File: src/pkg/sacc_pkg.sv
// Purpose: Shared constants and types of the SAR converter control block
// Assumes: 10 MHz reference clock, 10-bit successive approximation
// Notes: Mode register layout is carried by sacc_mode_t
package sacc_pkg;

    // ****************************************
    // Timing
    // ****************************************
    localparam int CLK_PERIOD_NS = 100;
    localparam int SAMPLE_TIME_NS = 500;
    localparam int STEP_TIME_NS = 300;
    localparam int CNT_W = 4;
    // Least times, rounded up to whole cycles
    localparam logic [CNT_W-1:0] SAMPLE_CYC =
        CNT_W'((SAMPLE_TIME_NS + CLK_PERIOD_NS - 1) / CLK_PERIOD_NS);
    localparam logic [CNT_W-1:0] STEP_CYC =
        CNT_W'((STEP_TIME_NS + CLK_PERIOD_NS - 1) / CLK_PERIOD_NS);

    // ****************************************
    // Result layout
    // ****************************************
    localparam int RES_BITS = 10;
    localparam int WIDE_BITS = 16;
    localparam int NARROW_BITS = 8;
    localparam int NARROW_LSB = 2;
    localparam logic [RES_BITS-1:0] SAR_SEED = 10'h200;
    localparam logic [3:0] SAR_TOP_IDX = 4'h9;
    localparam logic [3:0] SAR_LOW_IDX = 4'h0;

    // ****************************************
    // Registers
    // ****************************************
    localparam logic [7:0] MODE_RST = 8'h00;
    localparam logic [7:0] MODE_WMASK = 8'hB9;
    localparam logic [1:0] CHAN_RST = 2'h0;
    localparam logic [WIDE_BITS-1:0] WIDE_RST = 16'h0000;
    localparam logic [NARROW_BITS-1:0] NARROW_RST = 8'h00;

    typedef struct packed {
        logic start;
        logic rsvd_6;
        logic [2:0] conv_time;
        logic [1:0] rsvd_2_1;
        logic enable;
    } sacc_mode_t;

    typedef struct packed {
        logic [WIDE_BITS-1:0] wide;
        logic [NARROW_BITS-1:0] narrow;
    } sacc_result_t;

    typedef enum logic [1:0] {
        ST_IDLE = 2'b00,
        ST_SAMPLE = 2'b01,
        ST_STEP = 2'b10,
        ST_FINISH = 2'b11
    } sacc_state_t;

endpackage : sacc_pkg

File: src/logic/sacc_sar_reg.sv
// Purpose: Successive approximation register with trial bit walk
// Assumes: Decision input already synchronised and settled
// Notes: o_last is high while the lowest bit is on trial
`timescale 1ns/100ps
module sacc_sar_reg (
    input wire logic i_ref_clk,
    input wire logic i_rstn,
    input wire logic i_init,
    input wire logic i_decide,
    input wire logic i_above,
    output logic [sacc_pkg::RES_BITS-1:0] o_code,
    output logic o_last
);
    import sacc_pkg::*;

    logic [RES_BITS-1:0] code_r;
    logic [RES_BITS-1:0] code_nxt;
    logic [3:0] idx_r;
    logic [3:0] idx_nxt;
    logic [3:0] idx_dn;

    always_comb begin
        code_nxt = code_r;
        idx_nxt = idx_r;
        idx_dn = idx_r - 4'h1;
        if (i_init) begin
            code_nxt = SAR_SEED;
            idx_nxt = SAR_TOP_IDX;
        end else if (i_decide) begin
            if (!i_above) begin
                code_nxt[idx_r] = 1'b0;
            end
            if (idx_r != SAR_LOW_IDX) begin
                code_nxt[idx_dn] = 1'b1;
                idx_nxt = idx_dn;
            end
        end
    end

    always_ff @(posedge i_ref_clk) begin
        if (!i_rstn) begin
            code_r <= '0;
            idx_r <= SAR_LOW_IDX;
        end else begin
            code_r <= code_nxt;
            idx_r <= idx_nxt;
        end
    end

    assign o_code = code_r;
    assign o_last = (idx_r == SAR_LOW_IDX);

endmodule : sacc_sar_reg

File: src/logic/sacc_top.sv
// Purpose: Control of a 10-bit SAR converter with access conflict arbitration
// Assumes: Register accesses arrive as one-cycle strobes on the reference clock
// Notes: Comparator decision is an asynchronous input, synchronised here
`timescale 1ns/100ps
// Functional notes
// Setting the start bit converts the selected channel repeatedly until start is cleared.
// Each finished conversion loads both result registers and raises the end request.
// A mode or channel write aborts a running conversion and restarts it if start stays set.
// A result read in the update cycle gets the old value and the new one is stored after.
// A mode or channel write in the update cycle suppresses both the update and the request.
// A channel change leaves the end request flag untouched.
// A conversion of the old channel may still finish just before a channel rewrite.
// Software clears the end request flag before resuming stopped conversions.
// After a mode or channel write the result registers may hold stale contents.
// Software reads a finished result before writing mode or channel.
// Software clears start and enable before entering STOP.
// With start clear and enable set only the comparator stays powered while waiting.
// Software discards the first result if start followed enable too soon.
// Software keeps selected analog pins off alternate functions during conversion.
// Software leaves the shared port pins alone during conversion.
// Software may enter HALT right after start for better accuracy.
// Clearing start mid conversion stops at once with no end request.
module sacc_top (
    input wire logic i_ref_clk,
    input wire logic i_rstn,
    input wire logic i_mode_wr,
    input wire logic [7:0] i_mode_wdata,
    input wire logic i_chan_wr,
    input wire logic [1:0] i_chan_wdata,
    input wire logic i_result_rd,
    input wire logic i_flag_clear,
    input wire logic i_cmp_above,
    output sacc_pkg::sacc_mode_t o_converter_mode_reg,
    output logic [1:0] o_input_channel_select_reg,
    output sacc_pkg::sacc_result_t o_conv_result,
    output logic o_conv_end_request_flag,
    output logic o_conv_end_interrupt,
    output logic [sacc_pkg::RES_BITS-1:0] o_dac_code,
    output logic o_sample_hold,
    output logic o_converter_active,
    output logic o_comparator_power
);
    import sacc_pkg::*;

    // ****************************************
    // Declarations
    // ****************************************
    sacc_mode_t mode_r;
    sacc_mode_t mode_nxt;
    logic [1:0] chan_r;
    logic [1:0] chan_nxt;
    sacc_state_t state_r;
    sacc_state_t state_nxt;
    logic [CNT_W-1:0] cnt_r;
    logic [CNT_W-1:0] cnt_nxt;
    logic [CNT_W-1:0] step_len;
    logic cmp_s1_r;
    logic cmp_s2_r;
    logic sar_init;
    logic sar_decide;
    logic sar_last;
    logic [RES_BITS-1:0] sar_code;
    logic wr_any;
    logic end_evt;
    logic take;
    logic store;
    logic pend_r;
    logic pend_nxt;
    sacc_result_t result_r;
    sacc_result_t result_nxt;
    logic flag_r;
    logic flag_nxt;
    logic irq_r;
    logic irq_nxt;

    // ****************************************
    // Comparator synchroniser
    // ****************************************
    always_ff @(posedge i_ref_clk) begin
        if (!i_rstn) begin
            cmp_s1_r <= 1'b0;
            cmp_s2_r <= 1'b0;
        end else begin
            cmp_s1_r <= i_cmp_above;
            cmp_s2_r <= cmp_s1_r;
        end
    end

    // ****************************************
    // Mode and channel registers
    // ****************************************
    assign wr_any = i_mode_wr | i_chan_wr;

    always_comb begin
        mode_nxt = mode_r;
        chan_nxt = chan_r;
        if (i_mode_wr) begin
            mode_nxt = sacc_mode_t'(i_mode_wdata & MODE_WMASK);
        end
        if (i_chan_wr) begin
            chan_nxt = i_chan_wdata;
        end
    end

    always_ff @(posedge i_ref_clk) begin
        if (!i_rstn) begin
            mode_r <= sacc_mode_t'(MODE_RST);
            chan_r <= CHAN_RST;
        end else begin
            mode_r <= mode_nxt;
            chan_r <= chan_nxt;
        end
    end

    // ****************************************
    // Conversion sequencer
    // ****************************************
    // Decision waits covers DAC settle plus two synchroniser stages
    assign step_len = STEP_CYC + {1'b0, mode_r.conv_time};

    always_comb begin
        state_nxt = state_r;
        cnt_nxt = cnt_r;
        sar_init = 1'b0;
        sar_decide = 1'b0;
        case (state_r)
            ST_IDLE: begin
                if (mode_r.start) begin
                    state_nxt = ST_SAMPLE;
                    cnt_nxt = SAMPLE_CYC - 4'h1;
                end
            end
            ST_SAMPLE: begin
                if (cnt_r == '0) begin
                    state_nxt = ST_STEP;
                    cnt_nxt = step_len - 4'h1;
                    sar_init = 1'b1;
                end else begin
                    cnt_nxt = cnt_r - 4'h1;
                end
            end
            ST_STEP: begin
                if (cnt_r == '0) begin
                    sar_decide = 1'b1;
                    cnt_nxt = step_len - 4'h1;
                    if (sar_last) begin
                        state_nxt = ST_FINISH;
                    end
                end else begin
                    cnt_nxt = cnt_r - 4'h1;
                end
            end
            ST_FINISH: begin
                // Next conversion starts at once
                state_nxt = mode_r.start ? ST_SAMPLE : ST_IDLE;
                cnt_nxt = SAMPLE_CYC - 4'h1;
            end
            default: begin
                state_nxt = ST_IDLE;
                cnt_nxt = '0;
            end
        endcase
        if (wr_any) begin
            // Abort, restart only with start still set
            state_nxt = mode_nxt.start ? ST_SAMPLE : ST_IDLE;
            cnt_nxt = SAMPLE_CYC - 4'h1;
            sar_init = 1'b0;
            sar_decide = 1'b0;
        end
    end

    always_ff @(posedge i_ref_clk) begin
        if (!i_rstn) begin
            state_r <= ST_IDLE;
            cnt_r <= '0;
        end else begin
            state_r <= state_nxt;
            cnt_r <= cnt_nxt;
        end
    end

    sacc_sar_reg u_sar (
        .i_ref_clk(i_ref_clk),
        .i_rstn(i_rstn),
        .i_init(sar_init),
        .i_decide(sar_decide),
        .i_above(cmp_s2_r),
        .o_code(sar_code),
        .o_last(sar_last)
    );

    // ****************************************
    // Result update and end request
    // ****************************************
    // Old channel result still lands if it finishes before the write
    assign end_evt = (state_r == ST_FINISH) && !wr_any;
    assign take = end_evt | pend_r;
    assign store = take && !i_result_rd && !wr_any;

    always_comb begin
        pend_nxt = take && i_result_rd && !wr_any;
        result_nxt = result_r;
        if (store) begin
            result_nxt.wide = {{(WIDE_BITS-RES_BITS){1'b0}}, sar_code};
            result_nxt.narrow = sar_code[RES_BITS-1:NARROW_LSB];
        end
        irq_nxt = store;
        // Set wins over clear; channel writes never touch it
        if (store) begin
            flag_nxt = 1'b1;
        end else if (i_flag_clear) begin
            flag_nxt = 1'b0;
        end else begin
            flag_nxt = flag_r;
        end
    end

    always_ff @(posedge i_ref_clk) begin
        if (!i_rstn) begin
            pend_r <= 1'b0;
            result_r <= {WIDE_RST, NARROW_RST};
            flag_r <= 1'b0;
            irq_r <= 1'b0;
        end else begin
            pend_r <= pend_nxt;
            result_r <= result_nxt;
            flag_r <= flag_nxt;
            irq_r <= irq_nxt;
        end
    end

    // ****************************************
    // Outputs
    // ****************************************
    assign o_converter_mode_reg = mode_r;
    assign o_input_channel_select_reg = chan_r;
    assign o_conv_result = result_r;
    assign o_conv_end_request_flag = flag_r;
    assign o_conv_end_interrupt = irq_r;
    assign o_dac_code = sar_code;
    assign o_sample_hold = (state_r == ST_SAMPLE);
    assign o_converter_active = (state_r != ST_IDLE);
    assign o_comparator_power = mode_r.enable | (state_r != ST_IDLE);

    // ****************************************
    // Assertions
    // ****************************************
    a_start_leaves_idle: assert property (@(posedge i_ref_clk) disable iff (!i_rstn)
        i_mode_wr && i_mode_wdata[7] |=> state_r == ST_SAMPLE && o_sample_hold)
        else $error("start did not begin sampling");
    a_repeat_conv: assert property (@(posedge i_ref_clk) disable iff (!i_rstn)
        state_r == ST_FINISH && mode_r.start && !wr_any |=> state_r == ST_SAMPLE)
        else $error("conversion did not repeat");
    a_irq_sets_flag: assert property (@(posedge i_ref_clk) disable iff (!i_rstn)
        $rose(o_conv_end_interrupt) |-> o_conv_end_request_flag)
        else $error("interrupt without request flag");
    a_write_restarts: assert property (@(posedge i_ref_clk) disable iff (!i_rstn)
        wr_any |=> (state_r == ST_SAMPLE) == mode_r.start && cnt_r == SAMPLE_CYC - 4'h1)
        else $error("write did not restart sequence");
    a_read_holds_old: assert property (@(posedge i_ref_clk) disable iff (!i_rstn)
        i_result_rd |=> $stable(o_conv_result))
        else $error("result changed under a read");
    a_read_then_new: assert property (@(posedge i_ref_clk) disable iff (!i_rstn)
        end_evt && i_result_rd ##1 !i_result_rd && !wr_any |=> o_conv_end_interrupt)
        else $error("deferred result not stored");
    a_write_blocks_end: assert property (@(posedge i_ref_clk) disable iff (!i_rstn)
        state_r == ST_FINISH && wr_any |=> !o_conv_end_interrupt && $stable(o_conv_result))
        else $error("write did not suppress update");
    a_flag_sticky: assert property (@(posedge i_ref_clk) disable iff (!i_rstn)
        o_conv_end_request_flag && !i_flag_clear |=> o_conv_end_request_flag)
        else $error("request flag lost");
    a_stop_quiet: assert property (@(posedge i_ref_clk) disable iff (!i_rstn)
        i_mode_wr && !i_mode_wdata[7] && state_r != ST_IDLE
        |=> (state_r == ST_IDLE && !o_conv_end_interrupt) [*2])
        else $error("stop did not halt conversion");
    a_waiting_power: assert property (@(posedge i_ref_clk) disable iff (!i_rstn)
        state_r == ST_IDLE && mode_r.enable |-> o_comparator_power && !o_converter_active)
        else $error("waiting state power wrong");

    c_conv_done: cover property (@(posedge i_ref_clk) disable iff (!i_rstn)
        o_conv_end_interrupt ##[1:200] o_conv_end_interrupt);
    c_read_conflict: cover property (@(posedge i_ref_clk) disable iff (!i_rstn)
        end_evt && i_result_rd);
    c_write_conflict: cover property (@(posedge i_ref_clk) disable iff (!i_rstn)
        state_r == ST_FINISH && wr_any);
    c_set_over_clear: cover property (@(posedge i_ref_clk) disable iff (!i_rstn)
        store && i_flag_clear);

endmodule : sacc_top

File: config.mk
export PLATFORM = sky130hd
export DESIGN_NAME = sacc_top
export DESIGN_NICKNAME = d
export VERILOG_FILES = /design/src/pkg/sacc_pkg.sv /design/src/logic/sacc_sar_reg.sv /design/src/logic/sacc_top.sv
export SDC_FILE = /design/constraint.sdc
export NUM_CORES = 1
export LEC_CHECK = 0
export BUFFER_PORTS_ARGS = -buffer_cell sky130_fd_sc_hd__buf_2
export CORE_MARGIN = 1
export CORE_UTILIZATION = 46
export DETAILED_ROUTE_END_ITERATION = 10
export GPL_TIMING_DRIVEN = 0
export PLACE_DENSITY = 0.76
export SLEW_MARGIN = 20
export SYNTH_ARGS = -nofsm -noshare
export SYNTH_HDL_FRONTEND = slang
export SYNTH_SLANG_ARGS = --single-unit
File: constraint.sdc
create_clock -name i_ref_clk -period 1.7 [get_ports i_ref_clk]
set_input_delay 0.51 -clock i_ref_clk [delete_from_list [all_inputs] [get_ports i_ref_clk]]
set_output_delay 0.51 -clock i_ref_clk [all_outputs]
set_load 0.05 [all_outputs]
==> results.txt, run 1 <==
ant diodes - 0
Final Wtd Congestion - 0.955
Fmax - 576 MHz
io pins - 66
LEAKAGE - 1.22 nW
share of cells above drive strength 1 - 37.9%
post-synth cell types - 41
slew at the pin closest to its max-slew limit - 513 ps
Hold Buf Count CTS - 0
WP data arrival - 1930 ps
Slew headroom - 65.8%
min-delay worst type - input port to flop
number of enable flip-flop cells after synthesis - 0
commonest cells in the synthesized netlist - 42 x dfxtp_1, 34 x nor2_1, 19 x buf_4
CTS sink count - 42
final core utilization - 63.5%
status - finished, violations left
fin cells - 371
total power - 2.09 mW
final-report max-slew violation count - 0
first-pass GRT wire length - 7850 microns
CTS clk-pin slew, worst paths - 80 ps
synthesis-to-finish area growth - 30.6%
post-layout net count - 347
number of global-route vias before repair - 1672
DP Wirelength - 3420 microns
TritonCTS clock tree - built
die area - 4940 sq um
Hold Violations, Final - 0
Synth Register Bits - 42
syn_area_per_cell - 8.83 sq um
Total GRT Usage - 20.1%
failing checks - setup timing
Num CTS Buffers - 5
# DRC - 0
CTS root buf - clkbuf_8
startpoint types - flop
Tcrit/Tclk final - 102%
initial antenna violation count - 0
Synth top area share - 39.2%
placed inst area - 2500 sq um
Setup crit end kind - flop
Fin Setup TNS - -152 ps
total grt overflow - 0
Synth area leader - dfxtp_1
Core Area - 4410 sq um
Clock Skews - 7.17 ps
Chip Width - 70.3 microns
P per Cell Area - 746 nW/um^2
largest net degree at the start of global routing - 14
synth warn - 0
Clock Latency Late Sink - 300 ps
Iteration-0 DRC Markers - 91
cell area after synthesis - 2140 sq um
Die H - 70.3 microns
maximum capacitance violations - 0
top post-synthesis cells by area - dfxtp_1 39%, mux2i_1 7.9%, ha_1 7.0%
critical path required time - 1890 ps
Setup-failing EPs final - 6
placed cells - 354
RSZ-0062 raised after global routing - true
CTS max path bufs - 2
DR pass1 iterations - 4
number of H-tree levels - 2
design area - 2800 sq um
DRT Wirelength - 4980 microns
final setup margin - -37.5 ps
DR vias - 1907
Rows - 24
critical path fanouts, max - 6
wire length per cell - 13.4 microns
critical path class - flop to flop
post-DR vias/cell - 5.14
antenna violation net count after detailed routing - 0
Initial Util - 48.6%
IO buf count - 51
Seq/Total Area, Yosys - 39.2%
Min Clock Period, post-route - 1740 ps
post-synthesis cell count - 243
Synth async-reset ratio - 0%
most frequent cell after synthesis - dfxtp_1
Max VDD drop - 0.380 mV
Main synth FF type - dfxtp_1
-- through the flow --
step                worst slack (ps)  hold WS, ps
CTS                            -85.5          392
global placement                -238          416
detailed placement              -254          422
floorplan                      -56.6          412
finish                         -37.5          412
global route                    -149          410
-- kinds of logic after synthesis --
logic type / synth area share [%]
adder cells (fa/ha/maj): 7.00
multiplexers: 7.93
other: 0.175
XOR/XNOR: 1.23
buffers and inverters: 10.7
AND/OR/NAND/NOR: 22.9
AO/OA/AOI/OAI: 10.9
flip-flops: 39.2
-- layout by cell type (no fill, tap or decap), types with 4 or more instances in the layout --
| cell | instances |
|---|---|
| o21ai_0 | 4 |
| a32oi_1 | 5 |
| clkbuf_8 | 6 |
| nor2_1 | 33 |
| nor3_1 | 4 |
| inv_1 | 6 |
| buf_2 | 49 |
| buf_4 | 27 |
| nor2b_1 | 5 |
| nand3_1 | 11 |
| dfxtp_1 | 36 |
| ha_4 | 4 |
| nand4_1 | 4 |
| nand2_1 | 16 |
| mux2i_1 | 17 |
| buf_6 | 5 |
| ha_1 | 8 |
| a21oi_1 | 10 |
| clkbuf_1 | 4 |
| conb_1 | 9 |
-- critical path, cell delays in order, from the launching register on --
cell and delay (ps):
dfxtp_2 340, inv_2 70, ha_4 150, or3b_4 440
nor4_4 330, nand2_1 100, a32oi_1 160, nor2_1 50
-- area by class of cell --
class | count | area [sq um]
Buffer | 27 | 194
Clock buffer | 6 | 82.6
Clock inverter | 2 | 12.5
Fill cell | 362 | 1610
Inverter | 10 | 42.5
Multi-Input combinational cell | 171 | 1200
Sequential cell | 42 | 856
Tap cell | 52 | 65.1
Timing Repair Buffer | 61 | 353
-- worst paths after layout --
| check | from | slack [ps] | cells past startpoint | to |
|---|---|---|---|---|
| worst max-delay path | cnt_r[1]$_SDFFE_PP0P_ | -40 | 7 | u_sar.o_code[2]$_SDFFE_PP0P_ |
| worst min-delay path | i_result_rd | 410 | 2 | o_conv_end_interrupt$_SDFF_PN0_ |
| worst max register to register | cnt_r[1]$_SDFFE_PP0P_ | -40 | 7 | u_sar.o_code[2]$_SDFFE_PP0P_ |
| worst min register to register | cmp_s1_r$_SDFF_PN0_ | 440 | 1 | cmp_s2_r$_SDFF_PN0_ |
-- report_power, final --
part / total, mW / leakage, nW / internal [mW] / switching (mW)
registers: 1.02 / 0.345 / 1.00 / 0.0204
logic: 0.391 / 0.831 / 0.140 / 0.251
clock network: 0.678 / 0.0472 / 0.327 / 0.351
total: 2.09 / 1.22 / 1.47 / 0.622
-- repair_timing --
item,in CTS,in global routing
pin swaps,8,11
setup endpoints to repair,17,26
resized for setup,24,20
buffers inserted,5,5
-- metal layers --
layer	share of wire [%]	vias up	GRT usage, %
li1	-	961	-
met5	0	-	0
met1	45	888	26.2
met4	0.56	0	6.22
met3	4.7	2	4.04
met2	50	56	33.1
Note: power is estimated with default switching activity, not from simulation.
==> run 2: changes to the inputs <==
--- a/config.mk
+++ b/config.mk
@@ -5,12 +5,12 @@
 export SDC_FILE = /design/constraint.sdc
 export NUM_CORES = 1
 export LEC_CHECK = 0
-export BUFFER_PORTS_ARGS = -buffer_cell sky130_fd_sc_hd__buf_2
 export CORE_MARGIN = 1
-export CORE_UTILIZATION = 46
+export CORE_UTILIZATION = 62
 export DETAILED_ROUTE_END_ITERATION = 10
+export DONT_BUFFER_PORTS = 1
 export GPL_TIMING_DRIVEN = 0
-export PLACE_DENSITY = 0.76
+export PLACE_DENSITY = 0.78
 export SLEW_MARGIN = 20
 export SYNTH_ARGS = -nofsm -noshare
 export SYNTH_HDL_FRONTEND = slang
==> constraint.sdc (replaced) <==
create_clock -name i_ref_clk -period 1.8 [get_ports i_ref_clk]
set_input_delay 0.54 -clock i_ref_clk [delete_from_list [all_inputs] [get_ports i_ref_clk]]
set_output_delay 0.54 -clock i_ref_clk [all_outputs]
set_load 0.05 [all_outputs]
==> run 2 against run 1 <==
Effect of this change:
- the flow still finishes with violations (setup timing)
- clock skew is 4.2 ps higher
- non-clock buffer count fell by 51
- first-iteration DRC count down 7.7%
- setup slack gained 16 ps
- worst hold slack got worse by 160 ps
- largest power group unchanged
- clock power shrank 9.0%
- cell count decreased by 16%
- register-to-register slack better by 20 ps
- count of clock-buffer cells in the layout stayed put
- combinational power is 22% lower
- sequential share of layout area grew 4.2 points
- routed wire length shrank 4.0%
==> results.txt, run 2 (same netlist as run 1, synthesis figures left out) <==
CTS max path bufs - 2 (unchanged)
first-pass GRT wire length - 6970 microns (was 7850 microns)
DP Wirelength - 3080 microns (was 3420 microns)
met2 Usage GRT - 41.1% (was 33.1%)
number of global-route vias before repair - 1493 (was 1672)
total grt overflow - 0 (unchanged)
Final Wtd Congestion - 0.887 (was 0.955)
R2R Path Start - cnt_r[0]$_SDFFE_PP0P_ (was cnt_r[1]$_SDFFE_PP0P_)
Die H - 60.8 microns (was 70.3 microns)
Slew headroom - 59.7% (was 65.8%)
slew at the pin closest to its max-slew limit - 603 ps (was 513 ps)
final setup margin - -21.5 ps (was -37.5 ps)
initial antenna violation count - 0 (unchanged)
LEAKAGE - 0.954 nW (was 1.22 nW)
Psw - 0.573 mW (was 0.622 mW)
Min Clock Period, post-route - 1820 ps (was 1740 ps)
maximum capacitance violations - 0 (unchanged)
Clock Latency Late Sink - 360 ps (was 300 ps)
M3 GR Usage - 7.46% (was 4.04%)
Total GRT Usage - 26.3% (was 20.1%)
final-report max-slew violation count - 0 (unchanged)
R2R Setup Slk - -20 ps (was -40 ps)
Num CTS Buffers - 5 (unchanged)
placed cells - 295 (was 354)
DR vias - 1765 (was 1907)
worst hold stages - 1 (was 2)
worst hold path startpoint - i_result_rd (unchanged)
CTS root buf - clkbuf_4 (was clkbuf_8)
Iteration-0 DRC Markers - 84 (was 91)
final core utilization - 78.7% (was 63.5%)
TritonCTS clock tree - built (unchanged)
Chip Width - 60.8 microns (was 70.3 microns)
# DRC - 0 (unchanged)
startpoint types - flop (unchanged)
largest net degree at the start of global routing - 14 (unchanged)
most frequent cells in the layout - 34 x nor2_1, 27 x buf_4, 25 x dfxtp_1 (was 49 x buf_2, 36 x dfxtp_1, 33 x nor2_1)
Most Crowded Layer GR - met2 (unchanged)
RSZ-0062 raised after global routing - true (unchanged)
Clock Skews - 11.4 ps (was 7.17 ps)
share of cells above drive strength 1 - 28.7% (was 37.9%)
critical path fanouts, max - 6 (unchanged)
WP data arrival - 2080 ps (was 1930 ps)
Rows - 20 (was 24)
Setup-failing EPs final - 3 (was 6)
Seq pwr share - 52.1% (was 48.9%)
failing checks - setup timing (unchanged)
Comb pwr share - 15.8% (was 18.7%)
number of H-tree levels - 2 (unchanged)
most common cell after layout, fill and taps aside - nor2_1 (was buf_2)
hold slack final - 248 ps (was 412 ps)
DRT Wirelength - 4780 microns (was 4980 microns)
min-delay worst type - input port to flop (unchanged)
post-DR vias/cell - 5.66 (was 5.14)
CP cell instances - inv_2 > ha_4 > or3b_1 > buf_6 > nor4_4 > nand2_1 > a32oi_1 > nor2_1 (was inv_2 > ha_4 > or3b_4 > nor4_4 > nand2_1 > a32oi_1 > nor2_1)
post-layout net count - 296 (was 347)
internal cell power - 1.35 mW (was 1.47 mW)
CTS sink count - 42 (unchanged)
status - finished, violations left (unchanged)
Reg2Reg Depth - 8 (was 7)
ant diodes - 0 (unchanged)
Fmax - 549 MHz (was 576 MHz)
total power - 1.92 mW (was 2.09 mW)
Initial Util - 67.5% (was 48.6%)
P per Cell Area - 770 nW/um^2 (was 746 nW/um^2)
critical path required time - 2060 ps (was 1890 ps)
DR pass1 iterations - 5 (was 4)
wire length per cell - 15.3 microns (was 13.4 microns)
critical path class - flop to flop (unchanged)
Core Area - 3180 sq um (was 4410 sq um)
synthesis-to-finish area growth - 16.6% (was 30.6%)
met1 Use GR - 34.2% (was 26.2%)
Hold Path End - o_conv_end_interrupt$_SDFF_PN0_ (unchanged)
pre-CTS setup slack - -255 ps (was -254 ps)
slowest CP cell - dfxtp_2 (was or3b_4)
Tcrit/Tclk final - 101% (was 102%)
RR Endpoint - u_sar.o_code[2]$_SDFFE_PP0P_ (unchanged)
die area - 3700 sq um (was 4940 sq um)
Clk pwr share - 32.1% (was 32.4%)
Setup crit end kind - flop (unchanged)
IO buf count - 0 (was 51)
CTS clk-pin slew, worst paths - 130 ps (was 80 ps)
fin cells - 312 (was 371)
Net Sw Frac - 29.8% (about the same)
antenna violation net count after detailed routing - 0 (unchanged)
io pins - 66 (unchanged)
max incr delay on CP - 360 ps (was 440 ps)
Hold Violations, Final - 0 (unchanged)
Max VDD drop - 0.554 mV (was 0.380 mV)
## run 2: changes by cell type in the layout (fill, tap and decap cells not counted), moves of 2 or more
cell	before	now
dfxtp_2	3	14
buf_6	5	3
dfxtp_1	36	25
buf_2	49	0
clkbuf_4	1	5
clkbuf_8	6	0
clkbuf_1	4	6
## run 2: how the worst max path moves through the flow
stage                                  from                            to  slack [ps]  depth (start not counted)
CTS                 state_r[0]$_SDFFE_PN0P_  u_sar.o_code[0]$_SDFFE_PP0P_           2                          7
global route          cnt_r[0]$_SDFFE_PP0P_  u_sar.o_code[1]$_SDFFE_PP0P_         -70                          8
floorplan                         i_mode_wr  u_sar.o_code[0]$_SDFFE_PP0P_          10                          6
detailed placement  state_r[1]$_SDFFE_PN0P_  u_sar.o_code[5]$_SDFFE_PP0P_        -250                          6
finish                cnt_r[0]$_SDFFE_PP0P_  u_sar.o_code[2]$_SDFFE_PP0P_         -20                          8
global placement    state_r[1]$_SDFFE_PN0P_  u_sar.o_code[7]$_SDFFE_PP0P_        -210                          6
## run 2: cell type report
class | count | area [sq um]
Inverter | 10 | 48.8
Clock inverter | 2 | 37.5
Clock buffer | 6 | 41.3
Buffer | 28 | 198
Tap cell | 44 | 55.1
Multi-Input combinational cell | 171 | 1180
Fill cell | 228 | 678
Sequential cell | 42 | 870
Timing Repair Buffer | 9 | 67.6
## run 2: power by group through the flow
stage          logic [mW]  clock network (mW)  registers, mW
6_report            0.305               0.617           1.00
4_1_cts             0.279               0.616           1.00
3_5_place_dp        0.246                   0           1.02
3_3_place_gp        0.243                   0           1.02
2_1_floorplan       0.213                   0           1.02
5_1_grt             0.325               0.666           1.01
## run 2: what timing repair did
item,in CTS,in global routing
setup endpoints to repair,25,22
hold buffers,0,0
resized for setup,33,13
setup buffers,4,5
pin swaps,3,13
## run 2: layer usage
layer / vias to the layer above / part of all wire [%]
met5: - / 0
met3: 10 / 7.1
li1: 852 / -
met4: 0 / 1.8
met2: 76 / 47
met1: 827 / 44
## run 2: stage by stage
| stage | TNS, ps | instance area (sq um) |
|---|---|---|
| 2_1_floorplan | 0 | 2170 |
| 3_3_place_gp | -2780 | 2230 |
| 3_5_place_dp | -3240 | 2230 |
| 4_1_cts | 0 | 2420 |
| 5_1_grt | -265 | 2500 |
| 6_report | -30.4 | 2500 |
## run 2: critical path: cells and delay by family (launching register included)
family	cells	cell delay, ps
AOI/OAI and AO/OA	1	170
adders and majority gates	1	150
buffers and inverters	2	220
DFF	1	360
and+or+nand+nor	4	820
==> run 3: changes to the inputs <==
--- a/config.mk
+++ b/config.mk
@@ -10,7 +10,7 @@
 export DETAILED_ROUTE_END_ITERATION = 10
 export DONT_BUFFER_PORTS = 1
 export GPL_TIMING_DRIVEN = 0
-export PLACE_DENSITY = 0.78
+export PLACE_DENSITY = 0.86
 export SLEW_MARGIN = 20
 export SYNTH_ARGS = -nofsm -noshare
 export SYNTH_HDL_FRONTEND = slang
==> run 3 against run 2 <==
Effect of this change:
- the flow still finishes with violations (setup timing)
- combinational power increased by 6%
- utilization rose by 1.5 points
- via count is 7.7% higher
- non-clock buffer count up 6
- cell count increased by 1.9%
- fmax is 0.66% lower
- first-iteration DRC count grew 77%
- critical endpoint is now u_sar.o_code[6]$_SDFFE_PP0P_
==> results.txt, run 3 (same netlist as run 1, synthesis figures left out) <==
IO buf count - 0 (unchanged)
Layout fillers - 182 (was 228)
Slew headroom - 61.7% (was 59.7%)
post-DR vias/cell - 5.98 (was 5.66)
RR Endpoint - u_sar.o_code[6]$_SDFFE_PP0P_ (was u_sar.o_code[2]$_SDFFE_PP0P_)
Max VDD drop - 0.409 mV (was 0.554 mV)
Die H - 60.8 microns (unchanged)
Tcrit/Tclk final - 102% (was 101%)
Setup crit end kind - flop (unchanged)
Num CTS Buffers - 5 (unchanged)
CTS root buf - clkbuf_4 (unchanged)
initial antenna violation count - 0 (unchanged)
hold slack final - 227 ps (was 248 ps)
RSZ-0062 raised after global routing - true (unchanged)
CTS sink count - 42 (unchanged)
Initial Util - 67.5% (unchanged)
internal cell power - 1.22 mW (was 1.35 mW)
status - finished, violations left (unchanged)
min-delay worst type - input port to flop (unchanged)
final core utilization - 80.2% (was 78.7%)
Core Area - 3180 sq um (unchanged)
Clock Latency Late Sink - 380 ps (was 360 ps)
number of global-route vias before repair - 1679 (was 1493)
DR vias - 1901 (was 1765)
final setup margin - -33.5 ps (was -21.5 ps)
antenna violation net count after detailed routing - 0 (unchanged)
synthesis-to-finish area growth - 18.8% (was 16.6%)
largest net degree at the start of global routing - 15 (was 14)
first-pass GRT wire length - 7440 microns (was 6970 microns)
R2R Path Start - state_r[0]$_SDFFE_PN0P_ (was cnt_r[0]$_SDFFE_PP0P_)
TritonCTS clock tree - built (unchanged)
M3 GR Usage - 8.32% (was 7.46%)
critical path fanouts, max - 5 (was 6)
number of H-tree levels - 2 (unchanged)
wire length per cell - 17.1 microns (was 15.3 microns)
ant diodes - 0 (unchanged)
critical path required time - 2080 ps (was 2060 ps)
Final Wtd Congestion - 0.898 (was 0.887)
WP data arrival - 2110 ps (was 2080 ps)
io pins - 66 (unchanged)
LEAKAGE - 0.980 nW (was 0.954 nW)
slew at the pin closest to its max-slew limit - 574 ps (was 603 ps)
worst hold stages - 1 (unchanged)
Comb pwr share - 17.8% (was 15.8%)
Most Crowded Layer GR - met2 (unchanged)
DP Wirelength - 3110 microns (was 3080 microns)
startpoint types - flop (unchanged)
Hold Violations, Final - 0 (unchanged)
DR pass1 iterations - 8 (was 5)
Hold Path End - o_conv_end_interrupt$_SDFF_PN0_ (unchanged)
Net Sw Frac - 32.7% (was 29.8%)
Reg2Reg Depth - 8 (unchanged)
Iteration-0 DRC Markers - 149 (was 84)
CTS max path bufs - 2 (unchanged)
share of cells above drive strength 1 - 33.2% (was 28.7%)
most frequent cells in the layout - 34 x nor2_1, 34 x buf_4, 24 x dfxtp_1 (was 34 x nor2_1, 27 x buf_4, 25 x dfxtp_1)
R2R Setup Slk - -30 ps (was -20 ps)
maximum capacitance violations - 0 (unchanged)
critical path class - flop to flop (unchanged)
post-layout net count - 302 (was 296)
failing checks - setup timing (unchanged)
met1 Use GR - 35.1% (was 34.2%)
worst hold path startpoint - i_result_rd (unchanged)
met2 Usage GRT - 45.2% (was 41.1%)
Min Clock Period, post-route - 1830 ps (was 1820 ps)
CP Launch Point - state_r[0]$_SDFFE_PN0P_ (was cnt_r[0]$_SDFFE_PP0P_)
Setup-failing EPs final - 8 (was 3)
total grt overflow - 0 (unchanged)
P per Cell Area - 710 nW/um^2 (was 770 nW/um^2)
DRT Wirelength - 5450 microns (was 4780 microns)
Rows - 20 (unchanged)
# DRC - 0 (unchanged)
Seq pwr share - 55.5% (was 52.1%)
Total GRT Usage - 27.8% (was 26.3%)
Clock Skews - 15.5 ps (was 11.4 ps)
die area - 3700 sq um (unchanged)
CTS clk-pin slew, worst paths - 130 ps (about the same)
Chip Width - 60.8 microns (unchanged)
Fin Setup TNS - -132 ps (was -30.4 ps)
Psw - 0.592 mW (was 0.573 mW)
final-report max-slew violation count - 0 (unchanged)
Clk pwr share - 26.7% (was 32.1%)
Fmax - 545 MHz (was 549 MHz)
run 3: cell types whose count changed in the layout (fill, tap and decap cells not counted), sizes merged:
cell / previous run / this run
buf: 30 / 36
bufinv: 1 / 0
clkbuf: 13 / 12
clkinv: 0 / 2
run 3: metal layers:
| layer | up-vias | share of wire [%] | routed length (microns) |
|---|---|---|---|
| met2 | 106 | 49 | 2670 |
| met3 | 16 | 8.1 | 444 |
| li1 | 872 | - | - |
| met1 | 907 | 40 | 2200 |
| met4 | 0 | 2.4 | 132 |
| met5 | - | 0 | 0 |
run 3: worst max-delay path by stage:
stage	slack [ps]	depth (start not counted)	endpoint
3_3_place_gp	-200	6	u_sar.o_code[1]$_SDFFE_PP0P_
6_report	-30	8	u_sar.o_code[6]$_SDFFE_PP0P_
4_1_cts	-10	3	o_converter_active
3_5_place_dp	-260	6	u_sar.o_code[2]$_SDFFE_PP0P_
2_1_floorplan	10	6	u_sar.o_code[0]$_SDFFE_PP0P_
5_1_grt	-100	8	u_sar.o_code[6]$_SDFFE_PP0P_
run 3: area by class of cell:
| class | instances | area (sq um) | area share [%] |
|---|---|---|---|
| Buffer | 27 | 188 | 7.36 |
| Multi-Input combinational cell | 171 | 1210 | 47.5 |
| Timing Repair Buffer | 16 | 120 | 4.71 |
| Clock inverter | 3 | 21.3 | 0.835 |
| Sequential cell | 42 | 871 | 34.2 |
| Inverter | 10 | 46.3 | 1.82 |
| Tap cell | 44 | 55.1 | 2.16 |
| Clock buffer | 5 | 37.5 | 1.47 |
run 3: per-stage QoR:
stage	setup WS, ps	cell area, sq um	total power [mW]	std cells
after floorplan	12.3	2170	1.23	251
after global placement	-201	2230	1.26	295
after detailed placement	-260	2230	1.27	295
after CTS	-14.1	2440	1.77	312
after global routing	-98.4	2550	1.86	318
final	-33.5	2550	1.81	318
run 3: worst max-delay path: stages (launching register included):
cell     delay, ps
dfxtp_4        380
inv_4           80
ha_4           130
or4b_4         470
buf_4          170
nor2_4         160
nand3_1        100
a32oi_1        190
nor2_1          60
run 3: power by group through the flow:
| stage | clock network, mW | registers (mW) | logic (mW) |
|---|---|---|---|
| global route | 0.513 | 1.01 | 0.340 |
| floorplan | 0 | 1.02 | 0.213 |
| detailed placement | 0 | 1.02 | 0.245 |
| global placement | 0 | 1.02 | 0.241 |
| finish | 0.484 | 1.00 | 0.322 |
| CTS | 0.477 | 1.00 | 0.289 |
run 3: repair_timing:
item                                    CTS  global route
gates resized for setup                  33            21
pin swaps                                 5            12
endpoints found under the setup margin   25            18
setup buffers                             9             7
hold buffers                              0             0
